### config.mk
export PLATFORM = sky130hd
export DESIGN_NAME = window_alert_config_regs
export DESIGN_NICKNAME = d
export VERILOG_FILES = /design/src/window_alert_pkg.sv /design/src/monitor_if.sv /design/src/limit_monitor.sv /design/src/interval_timer.sv /design/src/window_alert_config_regs.sv
export SDC_FILE = /design/constraint.sdc
export NUM_CORES = 1
export LEC_CHECK = 0
export BUFFER_PORTS_ARGS = -buffer_cell sky130_fd_sc_hd__buf_2
export CELL_PAD_IN_SITES_DETAIL_PLACEMENT = 1
export CELL_PAD_IN_SITES_GLOBAL_PLACEMENT = 2
export CORE_MARGIN = 2
export CORE_UTILIZATION = 33
export DETAILED_ROUTE_END_ITERATION = 7
export PLACE_DENSITY = 0.73
export RECOVER_POWER = 100
export SYNTH_ARGS = -nofsm -noshare
export SYNTH_HDL_FRONTEND = slang
export SYNTH_SLANG_ARGS = --single-unit
### constraint.sdc
create_clock -name clk_sys -period 3.35 [get_ports clk_sys]
set_clock_uncertainty 0.15 [all_clocks]
set_input_delay 0.1675 -clock clk_sys [delete_from_list [all_inputs] [get_ports clk_sys]]
set_output_delay 0.1675 -clock clk_sys [all_outputs]
set_load 0.02 [all_outputs]
### src/window_alert_pkg.sv
// constants shared by the alert monitor and configuration register logic
`default_nettype none
package window_alert_pkg;

    // -------------------------------------------------------------------
    // register select codes (low three bits of the pointer byte)
    // -------------------------------------------------------------------
    localparam logic [2:0] PTR_RESULT = 3'h0;
    localparam logic [2:0] PTR_FLAGS = 3'h1;
    localparam logic [2:0] PTR_SETUP = 3'h2;
    localparam logic [2:0] PTR_LOW = 3'h3;
    localparam logic [2:0] PTR_HIGH = 3'h4;
    localparam logic [2:0] PTR_HYST = 3'h5;
    localparam int PTR_SEL_HI = 2;

    // -------------------------------------------------------------------
    // field positions
    // -------------------------------------------------------------------
    localparam int FLAG_OVER = 1;
    localparam int FLAG_UNDER = 0;
    localparam int SETUP_CYC_HI = 7;
    localparam int SETUP_CYC_LO = 5;
    localparam int SETUP_HOLD = 4;
    localparam int SETUP_FLAG_EN = 3;
    localparam int SETUP_PIN_EN = 2;
    localparam int SETUP_POL = 0;
    localparam int FIELD_HI = 11;
    localparam int FIELD_LO = 2;
    localparam int RESULT_ALERT_BIT = 15;
    localparam int LIMIT_W = 10;
    localparam int CYC_W = 3;

    // -------------------------------------------------------------------
    // writable-bit masks and reset values
    // -------------------------------------------------------------------
    localparam logic [7:0] FLAGS_RW_MASK = 8'h03;
    localparam logic [7:0] SETUP_RW_MASK = 8'hFD;
    localparam logic [15:0] FIELD_RW_MASK = 16'h0FFC;
    localparam logic [7:0] PTR_RESET = 8'h00;
    localparam logic [7:0] SETUP_RESET = 8'h00;
    localparam logic [15:0] LOW_RESET = 16'h0000;
    localparam logic [15:0] HIGH_RESET = 16'h0FFF;
    localparam logic [15:0] HYST_RESET = 16'h0000;
    localparam logic [9:0] RESULT_RESET = 10'h000;
    localparam logic [CYC_W-1:0] CYC_OFF = 3'h0;

    // -------------------------------------------------------------------
    // timing: single_conversion_time and the auto interval base
    // -------------------------------------------------------------------
    localparam int CLK_MHZ = 50;
    localparam int SINGLE_CONVERSION_TIME_NS = 1000;
    localparam int CONV_CYCLES = (SINGLE_CONVERSION_TIME_NS * CLK_MHZ + 999) / 1000;
    localparam int INTERVAL_SHIFT = 4;
    localparam int TIMER_W = 24;

endpackage
`default_nettype wire

### src/monitor_if.sv
// carrier between the register bank and the limit monitor
`default_nettype none
interface monitor_if;
    logic [9:0] result;
    logic [9:0] high;
    logic [9:0] low;
    logic [9:0] hyst;
    logic conv_done;
    logic sticky;
    logic clr_over;
    logic clr_under;
    logic over;
    logic under;

    modport ctrl (
        output result, high, low, hyst, conv_done, sticky, clr_over, clr_under,
        input over, under
    );
    modport mon (
        input result, high, low, hyst, conv_done, sticky, clr_over, clr_under,
        output over, under
    );
endinterface
`default_nettype wire

### src/limit_monitor.sv
// threshold comparison and alert flag state
`default_nettype none
module limit_monitor
    import window_alert_pkg::*;
(
    // clock and reset
    input wire logic clk_sys,
    input wire logic rst,
    // bank side
    monitor_if.mon m
);
    logic [LIMIT_W:0] high_minus_hyst;
    logic [LIMIT_W:0] low_plus_hyst;
    logic hit_over;
    logic hit_under;
    logic rel_over;
    logic rel_under;

    // one extra bit keeps the difference and sum from wrapping
    assign high_minus_hyst = {1'b0, m.high} - {1'b0, m.hyst};
    assign low_plus_hyst = {1'b0, m.low} + {1'b0, m.hyst};

    assign hit_over = m.conv_done && (m.result > m.high);
    assign hit_under = m.conv_done && (m.result < m.low);
    // a hysteresis larger than the limit gives a negative bound: no release
    assign rel_over = m.conv_done && !m.sticky && !high_minus_hyst[LIMIT_W]
                      && ({1'b0, m.result} < high_minus_hyst);
    assign rel_under = m.conv_done && !m.sticky
                       && ({1'b0, m.result} > low_plus_hyst);

    // -------------------------------------------------------------------
    // flags: a new crossing wins over any clear in the same cycle
    // -------------------------------------------------------------------
    always_ff @(posedge clk_sys) begin
        if (rst) begin
            m.over <= 1'b0;
        end else if (hit_over) begin
            m.over <= 1'b1;
        end else if (m.clr_over || rel_over) begin
            m.over <= 1'b0;
        end
    end

    always_ff @(posedge clk_sys) begin
        if (rst) begin
            m.under <= 1'b0;
        end else if (hit_under) begin
            m.under <= 1'b1;
        end else if (m.clr_under || rel_under) begin
            m.under <= 1'b0;
        end
    end
endmodule
`default_nettype wire

### src/interval_timer.sv
// pacing of automatic conversions
`default_nettype none
module interval_timer
    import window_alert_pkg::*;
#(
    parameter int CONV_CYC = CONV_CYCLES
) (
    // clock and reset
    input wire logic clk_sys,
    input wire logic rst,
    // control
    input wire logic [CYC_W-1:0] cycle_code,
    // one-cycle start request
    output logic tick
);
    logic [TIMER_W-1:0] count_r;
    logic [TIMER_W-1:0] limit;
    logic [CYC_W-1:0] code_q_r;

    // code 1 is x32, each step doubles
    assign limit = TIMER_W'((CONV_CYC << (int'(cycle_code) + INTERVAL_SHIFT)) - 1);

    always_ff @(posedge clk_sys) begin
        if (rst) begin
            code_q_r <= CYC_OFF;
        end else begin
            code_q_r <= cycle_code;
        end
    end

    // restart the interval when the code changes; off clears the count
    always_ff @(posedge clk_sys) begin
        if (rst || cycle_code == CYC_OFF || cycle_code != code_q_r) begin
            count_r <= '0;
        end else if (count_r >= limit) begin
            count_r <= '0;
        end else begin
            count_r <= count_r + 1'b1;
        end
    end

    always_ff @(posedge clk_sys) begin
        if (rst) begin
            tick <= 1'b0;
        end else begin
            tick <= (cycle_code != CYC_OFF) && (cycle_code == code_q_r)
                    && (count_r >= limit);
        end
    end
endmodule
`default_nettype wire

### src/window_alert_config_regs.sv
// alert status, configuration and limit registers behind the address pointer
`default_nettype none
module window_alert_config_regs
    import window_alert_pkg::*;
#(
    parameter int CONV_CYC = CONV_CYCLES
) (
    // clock and reset
    input wire logic clk_sys,
    input wire logic rst,
    // pointer byte from the serial engine
    input wire logic ptr_wr,
    input wire logic [7:0] ptr_data,
    // register word access at the current pointer
    input wire logic reg_wr,
    input wire logic [15:0] reg_wdata,
    input wire logic reg_rd,
    output logic [15:0] reg_rdata,
    // converter
    input wire logic conv_done,
    input wire logic [9:0] conv_result,
    output logic conv_start,
    // alert pin
    output logic alert_o,
    output logic alert_oe
);
    // -------------------------------------------------------------------
    // state
    // -------------------------------------------------------------------
    logic [7:0] pointer_r;
    logic [7:0] monitor_setup_r;
    logic [15:0] lower_threshold_r;
    logic [15:0] upper_threshold_r;
    logic [15:0] hysteresis_margin_r;
    logic [9:0] result_r;
    logic auto_tick;
    logic alert_active;
    logic [15:0] read_word;

    monitor_if mon_bus ();

    // -------------------------------------------------------------------
    // decoding
    // -------------------------------------------------------------------
    function automatic logic sel(input logic [7:0] ptr, input logic [2:0] code);
        sel = (ptr[PTR_SEL_HI:0] == code);
    endfunction

    function automatic logic [15:0] field_of(input logic [9:0] v);
        logic [15:0] w;
        w = '0;
        w[FIELD_HI:FIELD_LO] = v;
        field_of = w;
    endfunction

    // -------------------------------------------------------------------
    // address pointer
    // -------------------------------------------------------------------
    always_ff @(posedge clk_sys) begin
        if (rst) begin
            pointer_r <= PTR_RESET;
        end else if (ptr_wr) begin
            pointer_r <= ptr_data;
        end
    end

    // -------------------------------------------------------------------
    // writable registers, reserved bits forced to zero
    // -------------------------------------------------------------------
    always_ff @(posedge clk_sys) begin
        if (rst) begin
            monitor_setup_r <= SETUP_RESET;
        end else if (reg_wr && sel(pointer_r, PTR_SETUP)) begin
            monitor_setup_r <= reg_wdata[7:0] & SETUP_RW_MASK;
        end
    end

    always_ff @(posedge clk_sys) begin
        if (rst) begin
            lower_threshold_r <= LOW_RESET;
        end else if (reg_wr && sel(pointer_r, PTR_LOW)) begin
            lower_threshold_r <= reg_wdata & FIELD_RW_MASK;
        end
    end

    always_ff @(posedge clk_sys) begin
        if (rst) begin
            upper_threshold_r <= HIGH_RESET & FIELD_RW_MASK;
        end else if (reg_wr && sel(pointer_r, PTR_HIGH)) begin
            upper_threshold_r <= reg_wdata & FIELD_RW_MASK;
        end
    end

    always_ff @(posedge clk_sys) begin
        if (rst) begin
            hysteresis_margin_r <= HYST_RESET;
        end else if (reg_wr && sel(pointer_r, PTR_HYST)) begin
            hysteresis_margin_r <= reg_wdata & FIELD_RW_MASK;
        end
    end

    // -------------------------------------------------------------------
    // latest conversion result
    // -------------------------------------------------------------------
    always_ff @(posedge clk_sys) begin
        if (rst) begin
            result_r <= RESULT_RESET;
        end else if (conv_done) begin
            result_r <= conv_result;
        end
    end

    // -------------------------------------------------------------------
    // limit monitor
    // -------------------------------------------------------------------
    assign mon_bus.result = conv_result;
    assign mon_bus.conv_done = conv_done;
    assign mon_bus.low = lower_threshold_r[FIELD_HI:FIELD_LO];
    assign mon_bus.high = upper_threshold_r[FIELD_HI:FIELD_LO];
    assign mon_bus.hyst = hysteresis_margin_r[FIELD_HI:FIELD_LO];
    assign mon_bus.sticky = monitor_setup_r[SETUP_HOLD];
    assign mon_bus.clr_over = reg_wr && sel(pointer_r, PTR_FLAGS)
                              && reg_wdata[FLAG_OVER];
    assign mon_bus.clr_under = reg_wr && sel(pointer_r, PTR_FLAGS)
                               && reg_wdata[FLAG_UNDER];

    limit_monitor u_monitor (
        .clk_sys(clk_sys),
        .rst(rst),
        .m(mon_bus.mon)
    );

    // -------------------------------------------------------------------
    // automatic conversion pacing
    // -------------------------------------------------------------------
    interval_timer #(
        .CONV_CYC(CONV_CYC)
    ) u_timer (
        .clk_sys(clk_sys),
        .rst(rst),
        .cycle_code(monitor_setup_r[SETUP_CYC_HI:SETUP_CYC_LO]),
        .tick(auto_tick)
    );

    // in normal mode reading the result word starts the next conversion
    always_ff @(posedge clk_sys) begin
        if (rst) begin
            conv_start <= 1'b0;
        end else begin
            conv_start <= auto_tick
                          || (reg_rd && sel(pointer_r, PTR_RESULT)
                              && monitor_setup_r[SETUP_CYC_HI:SETUP_CYC_LO] == CYC_OFF);
        end
    end

    // -------------------------------------------------------------------
    // read path
    // -------------------------------------------------------------------
    assign alert_active = mon_bus.over || mon_bus.under;

    always_comb begin
        read_word = '0;
        unique case (pointer_r[PTR_SEL_HI:0])
            PTR_RESULT: begin
                read_word = field_of(result_r);
                read_word[RESULT_ALERT_BIT] = monitor_setup_r[SETUP_FLAG_EN]
                                              && alert_active;
            end
            PTR_FLAGS: begin
                read_word[FLAG_OVER] = mon_bus.over;
                read_word[FLAG_UNDER] = mon_bus.under;
            end
            PTR_SETUP: begin
                read_word[7:0] = monitor_setup_r;
            end
            PTR_LOW: begin
                read_word = lower_threshold_r;
            end
            PTR_HIGH: begin
                read_word = upper_threshold_r;
            end
            PTR_HYST: begin
                read_word = hysteresis_margin_r;
            end
            default: begin
                read_word = '0;
            end
        endcase
    end

    always_ff @(posedge clk_sys) begin
        if (rst) begin
            reg_rdata <= '0;
        end else begin
            reg_rdata <= read_word;
        end
    end

    // -------------------------------------------------------------------
    // alert pin
    // -------------------------------------------------------------------
    always_ff @(posedge clk_sys) begin
        if (rst) begin
            alert_oe <= 1'b0;
        end else begin
            alert_oe <= monitor_setup_r[SETUP_PIN_EN];
        end
    end

    // inactive level is the inverse of the chosen polarity
    always_ff @(posedge clk_sys) begin
        if (rst) begin
            alert_o <= 1'b1;
        end else begin
            alert_o <= (monitor_setup_r[SETUP_PIN_EN] && alert_active)
                       ? monitor_setup_r[SETUP_POL]
                       : !monitor_setup_r[SETUP_POL];
        end
    end
endmodule
`default_nettype wire

-- After elaboration in Yosys (flattened, before gate mapping)
Index checks and enable logic that the tools add are counted.
- input port bits: 40
- register bits: 99
- word-level logic and storage cells: 75
- multiplexer cells: 8
- equality and inequality tests: 7
- reductions and logical operators: 34
- add/sub/neg operators: 5
- order comparisons: 5
- shift-type cells: 1
- operators by type and width (operator ; number):
    one-hot mux 8 bit (4 select lines) ; 1
    << shifter 6 x 32 -> 24 bit (first input constant) ; 1
    one-hot mux 6 bit (5 select lines) ; 1
    adder 24 x 1 -> 24 bit (second input constant) ; 1
    greater-or-equal comparator 24 bit ; 1
    subtractor 24 x 2 -> 24 bit (second input constant) ; 1
    logical AND 1 bit ; 19
    adder 10 x 10 -> 11 bit ; 1
    > comparator 10 x 11 -> 1 bit ; 1
    less-than comparator 10 x 11 -> 1 bit ; 1
    subtractor 10 x 10 -> 11 bit ; 1
    > comparator 10 bit ; 1
    less-than comparator 10 bit ; 1
    equality test 3 x 2 -> 1 bit (second input constant) ; 2
    equality test 3 bit (second input constant) ; 2
    logical NOT 3 bit ; 2
    logical OR 1 bit ; 6
    two-way mux 1 bit ; 5
    adder 3 x 3 -> 4 bit (second input constant) ; 1
    one-hot mux 2 bit (2 select lines) ; 1
    nonzero test 2 bit ; 2
    equality test 3 x 1 -> 1 bit (second input constant) ; 1
    equality test 3 bit ; 1
    logical NOT 1 bit ; 3
    other kinds (3) ; 3

-- Longest topological paths before layout
- depth after elaboration: 7
- depth in mapped cells: 16
- mapped depth without buffers: 15

-- Modules after synthesis
Synthesis repeated with hierarchy kept, for this count alone.
- cells, all modules: 750
- area, all modules: 6545.0 µm²
- modules (own cells, without submodules) (module ; area each (µm²) ; instances ; cells each):
    window_alert_config_regs ; 2786.4 ; 1 ; 300
    interval_timer ; 1961.9 ; 1 ; 216
    limit_monitor ; 1796.7 ; 1 ; 234

-- Worst setup path after synthesis
Ideal clock, no wire load.
- kind: register to register
- from: register monitor_setup_r[5]
- to: register u_timer.count_r[11]
- stages on the path, launching flop included: 17
- path slack: 114 ps
- path buffers: 4
- data arrival time: 3022 ps
- clock period less this slack: 3236 ps
- path through: dfxtp_1 > clkbuf_1 > inv_1 > ha_1 > clkbuf_1 > nand2_1 > o21ai_0 > o21ai_0 > ha_1 > a21o_1 > a21o_1 > a21oi_1 > o21ai_0 > or3_1 > buf_6 > buf_8 > nor2_1
- word-level cells in the longest chain between the ends: 5
- elaborated cells on any way between the ends: 9
- ends and longest elaborated chain (what ; line ; source):
    start, declared ; window_alert_config_regs.sv:31 ; logic [7:0] monitor_setup_r;
    start signal, assigned ; window_alert_config_regs.sv:74 ; monitor_setup_r <= reg_wdata[7:0] & SETUP_RW_MASK;
    adder 3 x 3 -> 4 bit ; interval_timer.sv:21 ; assign limit = TIMER_W'((CONV_CYC << (int'(cycle_code) + INTERVAL_SHIFT)) - 1);
    << shifter 6 x 32 -> 24 bit ; interval_timer.sv:21 ;
    subtractor 24 x 2 -> 24 bit ; interval_timer.sv:21 ;
    greater-or-equal comparator 24 bit ; interval_timer.sv:35 ; end else if (count_r >= limit) begin
    OR reduction 2 bit (no source line) (*) ; -- ;
    end signal, assigned ; interval_timer.sv:38 ; count_r <= count_r + 1'b1;
    end, declared ; interval_timer.sv:16 ; logic [TIMER_W-1:0] count_r;
Mark *: on every way between the ends. The rest lies on a longest branch, timed or not.
A chain may end at the register's enable or synchronous reset.

-- Worst setup path in the final report
- from: register hysteresis_margin_r[3]
- to: register u_monitor.m.over
- word-level cells in the longest chain between the ends: 6
- elaborated cells on any way between the ends: 7
- ends and longest elaborated chain (what ; line ; source):
    start, declared ; window_alert_config_regs.sv:34 ; logic [15:0] hysteresis_margin_r;
    start signal, assigned ; window_alert_config_regs.sv:98 ; hysteresis_margin_r <= reg_wdata & FIELD_RW_MASK;
    subtractor 10 x 10 -> 11 bit (*) ; limit_monitor.sv:20 ; assign high_minus_hyst = {1'b0, m.high} - {1'b0, m.hyst};
    parallel branches: the longest is 2 deep, another holds less-than comparator 10 x 11 -> 1 bit ; -- ;
    logical AND 1 bit (*) ; limit_monitor.sv:27 ; && ({1'b0, m.result} < high_minus_hyst);
    logical OR 1 bit (*) ; limit_monitor.sv:39 ; end else if (m.clr_over || rel_over) begin
    nonzero test 2 bit (no source line) (*) ; -- ;
    end signal, assigned ; limit_monitor.sv:36 ; m.over <= 1'b0;
    end signal, assigned ; limit_monitor.sv:38 ; m.over <= 1'b1;
    end signal, assigned ; limit_monitor.sv:40 ; m.over <= 1'b0;
    end, declared ; monitor_if.sv:21 ; output over, under
Every way passes the cells marked *.

==> results.sh <==
export IMPL_status="finished, violations left"
export IMPL_violations="negative hold slack, max-capacitance violations, max-slew violations"
export IMPL_stdcell_count=1038
export IMPL_first_pass_iters=4
export IMPL_fp_dieW_um=139.4
export IMPL_period_needed_ns=3.232
export IMPL_drv_slew=72
export IMPL_cts_sinks=96
export IMPL_critical_path_top_delay_family="compound AO/OA/AOI/OAI gates"
export IMPL_fin_worst_hold_slack_ns=-0.006564
export IMPL_worstPathRequired_ns=3.43
export IMPL_setup_viol_count_final=0
export IMPL_htree_levels=3
export IMPL_syn_to_final_growth_pct=20.34
export IMPL_setup_tns_ns=0
export IMPL_diodes=0
export IMPL_worstMarginPinSlew_ns=1.749
export IMPL_fin_crit_sh=0.9648
export IMPL_grt_total_usage=0.1946
export IMPL_dp_hpwl_mm=14.33
export IMPL_final_hold_viol_count=1
export IMPL_io_buffer_count=46
export IMPL_drc=0
export IMPL_gp_congestion=0.8108
export IMPL_cts_root_buffer="clkbuf_16"
export IMPL_core_sq_um=17960
export IMPL_grt_max_degree=39
export IMPL_ys_ff_latch=96
export IMPL_synth_edff_count=0
export IMPL_die_h_um=139.4
export IMPL_clk_latency_ns=0.36
export IMPL_start_kind="register"
export IMPL_drive_gt1_frac=0.1187
export IMPL_crit_chain="inv_1 > buf_4 > fa_2 > a21oi_2 > nor2_1 > nor2_1 > xor2_1 > ha_1 > a21o_1 > a2111oi_4 > o21ai_2 > a2111oi_2 > o211ai_1"
export IMPL_seqCellArea_sq_um=1924
export IMPL_numCtsBuffers=9
export IMPL_total_leakage_power_nw=3.013
export IMPL_rsz0062_at_grt="yes"
export IMPL_crit_buf_inv=2
export IMPL_synth_seq_area_share=0.3177
export IMPL_power_density_nw_per_um2=379.7
export IMPL_fill_cells=2147
export IMPL_synthesis_area_sq_um=6048
export IMPL_yosysUniqueCellTypes=57
export IMPL_final_common_cell="dfxtp_1"
export IMPL_dieArea_sq_um=19430
export IMPL_most_common_layout_cells="dfxtp_1, nor2_1, ha_1, nand2_1, a21oi_1"
export IMPL_stdcell_area_sq_um=7278
export IMPL_ys_async_sr_fraction=0
export IMPL_endpoint_kind="register"
export IMPL_critPathKind="register to register"
export IMPL_grt_pass1_wl_mm=29.78
export IMPL_crit_arrival_ns=3.32
export IMPL_drt_wirelength_per_cell_um=18.09
export IMPL_maxCapViolCount=3
export IMPL_num_rows=49
export IMPL_grt_remaining_overflow=0
export IMPL_clockBufferDepth=2
export IMPL_fin_nets=928
export IMPL_ys_flop_type="dfxtp_1"
export IMPL_cts_tree="yes"
export IMPL_antenna_left=0
export IMPL_totalWireLength_mm=18.77
export IMPL_critPathMaxFanout=3
export IMPL_hold_class="primary input to register"
export IMPL_routed_via_density=5.136
export IMPL_max_slew_margin=-0.1659
export IMPL_irDropWorstVdd_v=0.0003212
export IMPL_dp_cells=999
export IMPL_path_common_cell="nor2_1"
export IMPL_cp_slowest_cell="fa_2"
export IMPL_route_vias_total=5331
export IMPL_slowest_delay_ns=0.44
export IMPL_multi_input_area_sq_um=3979
export IMPL_place_area_sq_um=6635
export IMPL_antenna_found_initial=0
export IMPL_yosysWarnings=0
export IMPL_drtIter0Drc=246
export IMPL_syn_avg_cell_area_sq_um=8.377
export IMPL_start_util=0.3367
export IMPL_postLayoutCoreUtil=0.4052
export IMPL_ios=59
export IMPL_syn_inst=722
export IMPL_cts_clk_slew_worst_paths_ns=0.07
export IMPL_grt_pass1_vias=5508
export IMPL_clock_fmax_mhz=309.4
worst paths after layout:
kind / startpoint / to / slack [ns] / depth (start not counted)
max: hysteresis_margin_r[3] / u_monitor.m.over / 0.12 / 13
max reg2reg: hysteresis_margin_r[3] / u_monitor.m.over / 0.12 / 13
min: conv_result[0] / result_r[0] / -0.007 / 3
min reg2reg: result_r[3] / result_r[3] / 0.35 / 2
kinds of logic (layout without fill, tap and decap cells):
kind of cell / after synthesis / count (layout) / synth area share
adder cells (fa/ha/maj): 84 / 84 / 0.1763
buffers and inverters: 74 / 151 / 0.05130
XOR/XNOR: 41 / 41 / 0.05937
multiplexers: 26 / 26 / 0.04303
flip-flops: 96 / 96 / 0.3177
AO/OA/AOI/OAI: 152 / 152 / 0.1661
other: 2 / 12 / 0.001242
AND/OR/NAND/NOR: 247 / 247 / 0.1849
area by class of cell:
type | count | share of cell area
multi-input cells | 562 | 0.5467
flip-flops and latches | 96 | 0.2644
repair buffers | 91 | 0.08149
well taps | 229 | 0.03937
clock buffers | 10 | 0.03283
inverters | 44 | 0.02269
clock inverters | 6 | 0.01255
metrics by stage:
stage	power, W	setup slack [ns]
4_1_cts	0.002780	0.01265
5_1_grt	0.002894	-0.08640
6_report	0.002764	0.1179
3_3_place_gp	0.001572	-0.1337
3_5_place_dp	0.001587	-0.3330
2_1_floorplan	0.001452	0.1138
power breakdown:
group,switching (W),total [W],internal (W)
logic,0.000229,0.000396,0.000166
clock network,0.000483,0.00116,0.000679
registers,0.0000318,0.00121,0.00117
total,0.000744,0.00276,0.00202
worst reg2reg max path: cells and delay by family, from the launching register on:
kind                       cells  cell delay, ns
AOI/OAI and AO/OA              6            1.33
and+or+nand+nor                2            0.18
buffers and inverters          2            0.24
xor gates and xnor gates       1            0.16
adders and majority gates      2            0.71
DFF                            1            0.33
repair_timing:
item	CTS	global route
setup endpoints to repair	2	21
pin swaps	1	17
gates cloned	0	0
hold buffers	18	0
resized for setup	8	27
buffers inserted	0	5
endpoints found under the hold margin	39	0
flip-flops by register name (all words and copies together), names as in the netlist:
signal and cells:
u_monitor.m.over 1, u_timer.tick 1, u_monitor.m.under 1, result_r 10, conv_start 1, reg_rdata 13
u_timer.code_q_r 3, lower_threshold_r 10, u_timer.count_r 24, hysteresis_margin_r 10, pointer_r 3, alert_o 1
monitor_setup_r 7, alert_oe 1, upper_threshold_r 10
metal layers:
| layer | vias to the layer above | part of all wire | track usage | wire (um) |
|---|---|---|---|---|
| met2 | 82 | 0.47 | 0.3217 | 8764 |
| li1 | 2689 | - | - | - |
| met3 | 16 | 0.038 | 0.03372 | 709 |
| met4 | 0 | 0.012 | 0.04519 | 228 |
| met1 | 2544 | 0.48 | 0.2656 | 9072 |
| met5 | - | 0 | 0 | 0 |
cells in the mapped netlist (8+ instances only):
cell type | number | area share
xor2_1 | 28 | 0.041
mux2i_1 | 26 | 0.043
nand3_1 | 21 | 0.017
xnor2_1 | 13 | 0.019
inv_1 | 44 | 0.027
clkbuf_1 | 20 | 0.012
nor2b_1 | 9 | 0.0093
nand2_1 | 69 | 0.043
a21oi_1 | 51 | 0.042
ha_1 | 82 | 0.17
nand2b_1 | 9 | 0.0093
o21ai_0 | 21 | 0.017
a21o_1 | 8 | 0.0099
nor2_1 | 92 | 0.057
nor3_1 | 13 | 0.011
and3_1 | 8 | 0.0083
a211o_1 | 13 | 0.019
a22oi_1 | 14 | 0.017
dfxtp_1 | 96 | 0.32
Power figures use the tool's default switching activity.
